### src/include/pwmos_pkg.sv
// pwm output stage: constants, register map, state, bus and register types
// assumes a 40 MHz mclk and an AXI4-Lite master with 32-bit data
package pwmos_pkg;

    localparam int ADDR_W = 16;

    localparam logic [15:0] IDX_SWTRIP = 16'h2061;
    localparam logic [15:0] IDX_STEER = 16'h2062;
    localparam logic [15:0] IDX_CHOP = 16'h2063;
    localparam logic [15:0] IDX_STATUS = 16'h2064;
    localparam logic [15:0] ADDR_SWTRIP = {IDX_SWTRIP[13:0], 2'b00};
    localparam logic [15:0] ADDR_STEER = {IDX_STEER[13:0], 2'b00};
    localparam logic [15:0] ADDR_CHOP = {IDX_CHOP[13:0], 2'b00};
    localparam logic [15:0] ADDR_STATUS = {IDX_STATUS[13:0], 2'b00};

    localparam int STEER_W = 9;
    localparam int STEER_XO_LSB = 6;
    localparam int CHOP_W = 10;
    localparam int CHOP_DIV_W = 8;
    localparam int CHOP_HI_BIT = 8;
    localparam int CHOP_LO_BIT = 9;
    localparam int STAT_PIN_BIT = 0;
    localparam int STAT_TRIP_BIT = 1;
    localparam int STAT_RUN_BIT = 2;
    localparam int TU_WRITES = 4;
    localparam logic [8:0] STEER_RST = 9'h000;
    localparam logic [9:0] CHOP_RST = 10'h000;
    localparam logic [1:0] RESP_OKAY = 2'h0;
    localparam logic [1:0] RESP_SLVERR = 2'h2;

    typedef enum logic [2:0] {
        ST_WAIT = 3'b001,
        ST_RUN = 3'b010,
        ST_TRIP = 3'b100
    } pwmos_state_t;

    typedef struct packed {
        logic awvalid;
        logic [ADDR_W-1:0] awaddr;
        logic wvalid;
        logic [31:0] wdata;
        logic [3:0] wstrb;
        logic bready;
        logic arvalid;
        logic [ADDR_W-1:0] araddr;
        logic rready;
    } pwmos_axi_req_t;

    typedef struct packed {
        logic awready;
        logic wready;
        logic bvalid;
        logic [1:0] bresp;
        logic arready;
        logic rvalid;
        logic [31:0] rdata;
        logic [1:0] rresp;
    } pwmos_axi_rsp_t;

    typedef struct packed {
        logic [8:0] steerShadow;
        logic [8:0] steerAct;
        logic [9:0] chopCtrl;
        logic swFlag;
        pwmos_state_t mode;
        logic [3:0] wrMask;
        logic [2:0] pinSync;
        logic [2:0] lineSync;
        logic pinLvl;
        logic lineLvl;
        logic syncPrev;
        logic halfPrev;
        logic [8:0] chopCnt;
        logic carrier;
        logic [5:0] outReg;
        logic irq;
        logic bvalid;
        logic [1:0] bresp;
        logic rvalid;
        logic [1:0] rresp;
        logic [31:0] rdata;
    } pwmos_regs_t;

    localparam pwmos_regs_t REGS_RST = '{
        steerShadow: STEER_RST, steerAct: STEER_RST, chopCtrl: CHOP_RST,
        mode: ST_WAIT, pinSync: 3'h7, lineSync: 3'h7, pinLvl: 1'b1,
        lineLvl: 1'b1, default: '0};

endpackage

### src/design/pwmos_output_stage.sv
// pwm output stage: crossover, disable, chopping, trip shutdown
// assumes the timing unit and its register writes share mclk
//
// The AXI4-Lite slave port was left to the implementer.
`timescale 1ns/1ps
`default_nettype none

module pwmos_output_stage
    import pwmos_pkg::*;
(
    input wire logic mclk,
    input wire logic arst_n,
    input wire pwmos_axi_req_t axiReq,
    output pwmos_axi_rsp_t axiRsp,
    input wire logic [5:0] tuOut,
    input wire logic cycleSyncIn,
    input wire logic halfCycle,
    input wire logic doubleUpdate,
    input wire logic [3:0] tuWrite,
    input wire logic faultInput_n,
    input wire logic [2:0] senseOutOfRange,
    input wire logic [2:0] senseFloating,
    output logic [5:0] pwmOut,
    output logic cycleSyncPulse,
    output logic faultIrq
);

    // ---------------------------------------------
    // state and async fault line
    // ---------------------------------------------
    pwmos_regs_t r;
    pwmos_regs_t s;
    logic lineRaw;
    logic [5:0] shaped;
    logic wrGo;
    logic rdGo;
    logic swWrite;
    logic rdSwt;
    logic lineFall;
    logic tripEvent;
    logic syncRise;
    logic midRise;
    logic [8:0] chopTop;

    assign lineRaw = faultInput_n & ~|{senseOutOfRange, senseFloating};
    assign pwmOut = r.outReg & {6{lineRaw}};
    assign cycleSyncPulse = cycleSyncIn & lineRaw & (r.mode == ST_RUN);
    assign faultIrq = r.irq;

    // ---------------------------------------------
    // per-pair routing, gating, chopping
    // ---------------------------------------------
    genvar p;
    generate
        for (p = 0; p < 3; p++) begin : g_pair
            logic xo;
            assign xo = r.steerAct[STEER_XO_LSB + p];
            // route then gate then chop
            assign shaped[2*p] = (xo ? tuOut[2*p+1] : tuOut[2*p])
                & ~r.steerAct[2*p]
                & (~r.chopCtrl[CHOP_HI_BIT] | r.carrier);
            assign shaped[2*p+1] = (xo ? tuOut[2*p] : tuOut[2*p+1])
                & ~r.steerAct[2*p+1]
                & (~r.chopCtrl[CHOP_LO_BIT] | r.carrier);
        end
    endgenerate

    // ---------------------------------------------
    // bus handshakes
    // ---------------------------------------------
    assign wrGo = axiReq.awvalid & axiReq.wvalid & ~r.bvalid;
    assign rdGo = axiReq.arvalid & ~r.rvalid;
    assign swWrite = wrGo & (axiReq.awaddr == ADDR_SWTRIP) & axiReq.wstrb[0];
    assign rdSwt = rdGo & (axiReq.araddr == ADDR_SWTRIP);
    assign lineFall = r.lineLvl & (r.lineSync[1] == r.lineSync[2])
        & ~r.lineSync[2];
    assign tripEvent = lineFall | swWrite;
    assign syncRise = cycleSyncIn & ~r.syncPrev;
    assign midRise = halfCycle & ~r.halfPrev;
    assign chopTop = {r.chopCtrl[CHOP_DIV_W-1:0], 1'b1};

    always_comb begin
        axiRsp.awready = wrGo;
        axiRsp.wready = wrGo;
        axiRsp.bvalid = r.bvalid;
        axiRsp.bresp = r.bresp;
        axiRsp.arready = ~r.rvalid;
        axiRsp.rvalid = r.rvalid;
        axiRsp.rdata = r.rdata;
        axiRsp.rresp = r.rresp;
    end

    function automatic logic [31:0] laneMerge(input logic [31:0] old,
        input logic [31:0] wd, input logic [3:0] st);
        logic [31:0] m;
        m = old;
        for (int i = 0; i < 4; i++) begin
            if (st[i]) begin
                m[8*i +: 8] = wd[8*i +: 8];
            end
        end
        return m;
    endfunction

    // ---------------------------------------------
    // next state
    // ---------------------------------------------
    always_comb begin
        logic [31:0] mrg;
        mrg = '0;
        s = r;
        s.irq = 1'b0;
        s.syncPrev = cycleSyncIn;
        s.halfPrev = halfCycle;
        // three-stage synchronisers, change on agreement
        s.pinSync = {r.pinSync[1:0], faultInput_n};
        s.lineSync = {r.lineSync[1:0], lineRaw};
        if (r.pinSync[1] == r.pinSync[2]) begin
            s.pinLvl = r.pinSync[2];
        end
        if (r.lineSync[1] == r.lineSync[2]) begin
            s.lineLvl = r.lineSync[2];
        end
        // steering takes effect at cycle boundaries
        if (syncRise || (doubleUpdate && midRise)) begin
            s.steerAct = r.steerShadow;
        end
        // chopping carrier, period 4*(div+1) clocks
        if (r.chopCnt >= chopTop) begin
            s.chopCnt = '0;
            s.carrier = ~r.carrier;
        end else begin
            s.chopCnt = r.chopCnt + 9'h001;
        end
        // write channel
        if (r.bvalid && axiReq.bready) begin
            s.bvalid = 1'b0;
        end
        if (wrGo) begin
            s.bvalid = 1'b1;
            s.bresp = RESP_OKAY;
            case (axiReq.awaddr)
                ADDR_STEER: begin
                    mrg = laneMerge({23'h0, r.steerShadow}, axiReq.wdata,
                        axiReq.wstrb);
                    s.steerShadow = mrg[8:0];
                end
                ADDR_CHOP: begin
                    mrg = laneMerge({22'h0, r.chopCtrl}, axiReq.wdata,
                        axiReq.wstrb);
                    s.chopCtrl = mrg[9:0];
                end
                ADDR_SWTRIP, ADDR_STATUS: begin
                    s.bresp = RESP_OKAY;
                end
                default: begin
                    s.bresp = RESP_SLVERR;
                end
            endcase
        end
        // read channel
        if (r.rvalid && axiReq.rready) begin
            s.rvalid = 1'b0;
        end
        if (rdGo) begin
            s.rvalid = 1'b1;
            s.rresp = RESP_OKAY;
            case (axiReq.araddr)
                ADDR_SWTRIP: s.rdata = {31'h0, r.swFlag};
                ADDR_STEER: s.rdata = {23'h0, r.steerShadow};
                ADDR_CHOP: s.rdata = {22'h0, r.chopCtrl};
                ADDR_STATUS: begin
                    s.rdata = '0;
                    s.rdata[STAT_PIN_BIT] = r.pinLvl;
                    s.rdata[STAT_TRIP_BIT] = (r.mode == ST_TRIP);
                    s.rdata[STAT_RUN_BIT] = (r.mode == ST_RUN);
                end
                default: begin
                    s.rdata = '0;
                    s.rresp = RESP_SLVERR;
                end
            endcase
        end
        // software trip flag, set beats read-clear
        if (rdSwt) begin
            s.swFlag = 1'b0;
        end
        if (swWrite) begin
            s.swFlag = 1'b1;
        end
        // run control
        case (r.mode)
            ST_RUN: begin
                if (tripEvent) begin
                    s.mode = ST_TRIP;
                    s.wrMask = '0;
                    s.irq = 1'b1;
                end
            end
            ST_WAIT, ST_TRIP: begin
                if (tripEvent) begin
                    s.mode = ST_TRIP;
                    s.wrMask = '0;
                    s.irq = 1'b1;
                end else if (r.lineLvl) begin
                    s.wrMask = r.wrMask | tuWrite;
                    if (r.wrMask == {TU_WRITES{1'b1}}) begin
                        s.mode = ST_RUN;
                    end
                end
            end
            default: begin
                s.mode = ST_WAIT;
            end
        endcase
        // registered outputs, one clock behind the timing unit
        s.outReg = (r.mode == ST_RUN) ? shaped : 6'h00;
    end

    always_ff @(posedge mclk or negedge arst_n) begin
        if (!arst_n) begin
            r <= REGS_RST;
        end else begin
            r <= s;
        end
    end
endmodule // pwmos_output_stage

`default_nettype wire

### config.mk
export PLATFORM = sky130hd
export DESIGN_NAME = pwmos_output_stage
export DESIGN_NICKNAME = d
export VERILOG_FILES = /design/src/include/pwmos_pkg.sv /design/src/design/pwmos_output_stage.sv
export SDC_FILE = /design/constraint.sdc
export NUM_CORES = 1
export LEC_CHECK = 0
export ABC_CLOCK_PERIOD_IN_PS = 3200
export BUFFER_PORTS_ARGS = -buffer_cell sky130_fd_sc_hd__buf_2
export CAP_MARGIN = 10
export CORE_ASPECT_RATIO = 0.6
export CORE_MARGIN = 4
export CORE_UTILIZATION = 35
export CTS_CLUSTER_DIAMETER = 30
export CTS_CLUSTER_SIZE = 25
export DETAILED_ROUTE_END_ITERATION = 12
export SETUP_SLACK_MARGIN = 0.02
export SYNTH_ARGS = -nofsm -noshare
export SYNTH_HDL_FRONTEND = slang
export SYNTH_SLANG_ARGS = --single-unit
### constraint.sdc
create_clock -name mclk -period 3.2 [get_ports mclk]
set_input_delay 0.16 -clock mclk [delete_from_list [all_inputs] [get_ports mclk]]
set_output_delay 0.16 -clock mclk [all_outputs]
set_load 0.05 [all_outputs]
Word-level counts from Yosys, hierarchy flattened
Index checks and enable logic that the tools add are counted.
W data, S select, Z words.
Storage, ports and cells
  bits in registers: 101
  output and inout port bits: 49
Operators by class
  add/subtract/negate cells: 1
  magnitude comparators: 1
  equality and inequality tests: 17
  mux-type cells: 25
  bitwise logic cells: 44
  reductions and logical operators: 20
Operator list (count)
  $eq A16 B16 Y1 const B: 8
  $pmux W10 S4: 1
  $mux W35: 1
  $and A1 B1 Y1: 25
  $mux W7: 3
  $reduce_and A3 Y1: 6
  $not A1 Y1: 14
  $mux W1: 12
  $add A9 B1 Y9 const B: 1
  $ge A9 B9 Y1: 1
  $mux W9: 1
  $pmux W4 S2: 1
  $reduce_bool A2 Y1: 4
  $reduce_or A4 Y1: 2
  $and A6 B6 Y6: 1
  $mux W3: 2
  $mux W6: 1
  $ne A3 B3 Y1 const B: 2
  $pmux W3 S2: 1
  $reduce_or A6 Y1: 1
  $eq A4 B4 Y1 const B: 1
  $mux W2: 2
  $or A4 B4 Y4: 1
  $eq A3 B1 Y1 const B: 1
  other kinds (10): 15

Logic depth before layout (Yosys ltp)
  word-level depth: 7
  gate-level depth with buffers: 7
  gate-level depth less buffers: 6

Worst setup path before layout
No wires, ideal clock.
  path kind: input-to-output
  start point: in senseOutOfRange[2]
  end point: out cycleSyncPulse
  arrival time: 1663 ps
  data required time: 3040 ps
  path slack: 1377 ps
  cell stages on the path: 3
  cells stage by stage: or4b_2 nor4_2 and3_1
Between the ends
  word-level cells in the longest chain between the ends: 5
Ends and longest elaborated chain
  start: declaration: line pwmos_output_stage.sv:21  | input wire logic [2:0] senseOutOfRange,
  $reduce_or A6 Y1: line pwmos_output_stage.sv:45  | assign lineRaw = faultInput_n & ~|{senseOutOfRange, senseFloating};
  $logic_not A1 Y1: line pwmos_output_stage.sv:45
  $and A1 B1 Y1: line pwmos_output_stage.sv:45
  via lineRaw: line pwmos_output_stage.sv:33  | logic lineRaw;
  $and A1 B1 Y1 (2 in a row): line pwmos_output_stage.sv:47  | assign cycleSyncPulse = cycleSyncIn & lineRaw & (r.mode == ST_RUN);
  end: declaration: line pwmos_output_stage.sv:24  | output logic cycleSyncPulse,
The timed path passes the listed nets, and every way through them passes these cells.

Worst setup path after layout
  start point: in faultInput_n
  end point: out pwmOut[2]
Between the ends
  word-level cells in the longest chain between the ends: 2
Ends and longest elaborated chain
  start: declaration: line pwmos_output_stage.sv:20  | input wire logic faultInput_n,
  $and A1 B1 Y1: line pwmos_output_stage.sv:45
  via lineRaw: line pwmos_output_stage.sv:33
  $and A6 B6 Y6: line pwmos_output_stage.sv:46  | assign pwmOut = r.outReg & {6{lineRaw}};
  end: declaration: line pwmos_output_stage.sv:23  | output logic [5:0] pwmOut,
The timed path passes the listed nets, and every way through them passes these cells.

==> results.txt <==
DRC errors left: 0
Post-synth top area cell: dfrtp_1
Resize count post-CTS: 0
Worst min path class: input port to asynchronous set/reset pin
Critical Path RT: 3.04 ns
Clk sinks: 77
CTS Buffer Depth: 2
DR vias/cell: 4.630
Pwr Total: 2.423 mW
Setup crit start kind: input port
GPL Wtd Cong: 0.8240
Pleak: 2.314 nW
Post-synth top area share: 43.41%
CTS H-tree lvls: 3
Nets: 546
Max VDD drop: 0.3007 mV
Top delay family on crit path: simple AND/OR/NAND/NOR gates
Buffers on Ports: 95
R2R Setup Slk: 1.10 ns
Die Width: 144.6 microns
Buf/Inv on CP: 3
Critical Path End Type: output pin
Seq/Total Area, Yosys: 49.44%
Peak Freq: 0.3945 GHz
Arr. time, crit path: 2.37 ns
DP HPWL: 7002 microns
Period utilisation layout: 79.21%
Pre-Repair DR Iteration Count: 4
CP Max Fanout: 8
Async set-reset flop share out of synthesis: 100.0%
Final setup viols: 0
N_diodes: 0
Placed inst area: 4328 sq um
Die Area: 13,010 sq um
Setup TNS: 0 ns
Initial Utilization: 36.50%
Final hold viol count: 15
1st-iter DRT viols: 88
Vias: 2,713
Setup Fix Bufs, Post-CTS: 0
Unrepaired setup endpoints after global routing: no
Post-Syn Area: 3920 sq um
Vias in the first global route: 2,752
Commonest cells after routing, fill and taps aside: buf_2, dfrtp_1, nand2_1, conb_1, nor2_1
Number of synthesis warnings: 0
Total Routed Length: 9033 microns
Mapped Cells: 351
Syn avg cell area: 11.17 sq um
Global-route wire length before repair: 14,330 microns
Initial antenna violation count: 0
Clk slew on worst S/H paths: 0.06 ns
Tmin final: 2.535 ns
Synth top area cells: dfrtp_1, buf_4, mux2_4
Max_cap viols: 0
Slew HR: 34.05%
Clock tree root buffer cell: clkbuf_16
Largest net degree at the start of global routing: 78
Worst Max-Slew Pin Slew: 0.9893 ns
Top_reg_cell synth: dfrtp_1
Die Ht: 89.98 microns
Most common cell after layout, fill and taps aside: buf_2
Post-synth EDFFs: 0
DRT antenna net count: 0
Critical path depth: 6
Clk_skew: 0.004861 ns
CTS buffer count: 9
Kind of critical path: input port to output pin
Pwr Density: 515.6 nW/um^2
CP peak stage delay: 0.59 ns
CTS tree: done
Fin Hold WS: -0.01946 ns
Num ports: 144
Worst-Skew Late Latency: 0.34 ns
Failing checks: hold timing
R2r worst-path depth: 3
Wire per inst: 15.41 microns
Synth-to-Final Area Change: 19.89%
Row count: 29
FILL cells: 1,009
#FFs+latches synth: 77
Fin. max-slew vios: 0
Design area: 4700 sq um
Cells along the critical path: dlygate4sd3_1, buf_2, or4b_2, nor4_2, and2_1, buf_2
CP max stage cell: or4b_2
Area of the core: 10,740 sq um
Gr usage total: 14.32%
Unique cell type count in the Yosys netlist: 50
Status: finished, violations left
Layout cells sized above 1: 34.45%
CP most frequent cell: buf_2
Grt ovf: 0
==> synthesized netlist by cell type (9+ instances only) <==
cell,n
a21oi_1,11
and2_1,9
buf_4,40
dfrtp_1,68
dfstp_2,9
ha_1,9
inv_1,15
mux2_2,11
mux2_4,16
mux2i_1,14
nand2_1,24
nand3_1,11
nor2_1,21
nor3_1,10
==> worst register-to-register path, cell delays in order (launching register included) <==
cell	delay (ns)
dfrtp_1	0.41
nand4bb_1	0.29
or4_1	0.87
mux2_4	0.41
==> stage by stage <==
step / instances / worst slack (ns) / util (%)
after global placement: 563 / 1.043 / 40.30
final: 586 / 0.6654 / 43.76
after CTS: 586 / 0.6415 / 43.76
after floorplan: 374 / 1.377 / -
after global routing: 586 / 0.5489 / 43.76
after detailed placement: 563 / 0.9875 / 40.30
==> power breakdown <==
group	switching, mW	internal (mW)	total, mW
sequential	0.0355	1.01	1.05
combinational	0.240	0.118	0.357
clock	0.397	0.622	1.02
total	0.672	1.75	2.42
==> layer usage <==
layer | up-vias | share of wire, % | GRT usage [%]
li1 | 1340 | - | -
met4 | 0 | 0.85 | 3.727
met3 | 8 | 5.2 | 4.401
met2 | 71 | 42 | 20.22
met5 | - | 0 | 0
met1 | 1294 | 52 | 21.26
==> final cells by class <==
class	instances	area (sq um)	area share, %
clock inverters	6	62.56	1.331
multi-input cells	236	1674	35.62
inverters	15	56.30	1.198
clock buffers	10	239.0	5.085
well taps	139	173.9	3.701
repair buffers	103	555.5	11.82
flip-flops and latches	77	1938	41.24
==> sequential cells by signal (all words and copies together) (netlist names) <==
| name | flops |
|---|---|
| r | 51 |
| g_pair.xo | 3 |
| chopTop | 8 |
| axiRsp | 14 |
| faultIrq | 1 |
==> repair_timing <==
item	in CTS	in global routing
endpoints found under the setup margin	0	0
endpoints found under the hold margin	6	0
hold buffers	7	0
==> cell families (layout without fill, tap and decap cells) <==
logic type | after synthesis | in the layout | synth area share, %
and+or+nand+nor | 105 | 105 | 14.55
adders and majority gates | 11 | 11 | 3.383
other | 1 | 24 | 0.09566
AOI/OAI and AO/OA | 42 | 42 | 6.575
DFF | 77 | 77 | 49.44
muxes | 43 | 43 | 13.44
buffers and inverters | 61 | 134 | 10.05
xor gates and xnor gates | 11 | 11 | 2.458
==> path summary, 6_finish.rpt <==
kind | end | from
hold / removal | chopTop[8]$_DFFE_PN0P_ | arst_n
setup reg to reg | chopTop[1]$_DFFE_PN0P_ | axiRsp[38]$_DFFE_PN0P_
max in group asynchronous | axiRsp[34]$_DFFE_PN0P_ | arst_n
setup / recovery | pwmOut[2] | faultInput_n
hold reg to reg | r[60]$_DFF_PN1_ | r[59]$_DFF_PN1_
min in group mclk | r[82]$_DFFE_PN0P_ | axiReq[32]
No activity file was read; power rests on OpenSTA's default activity.
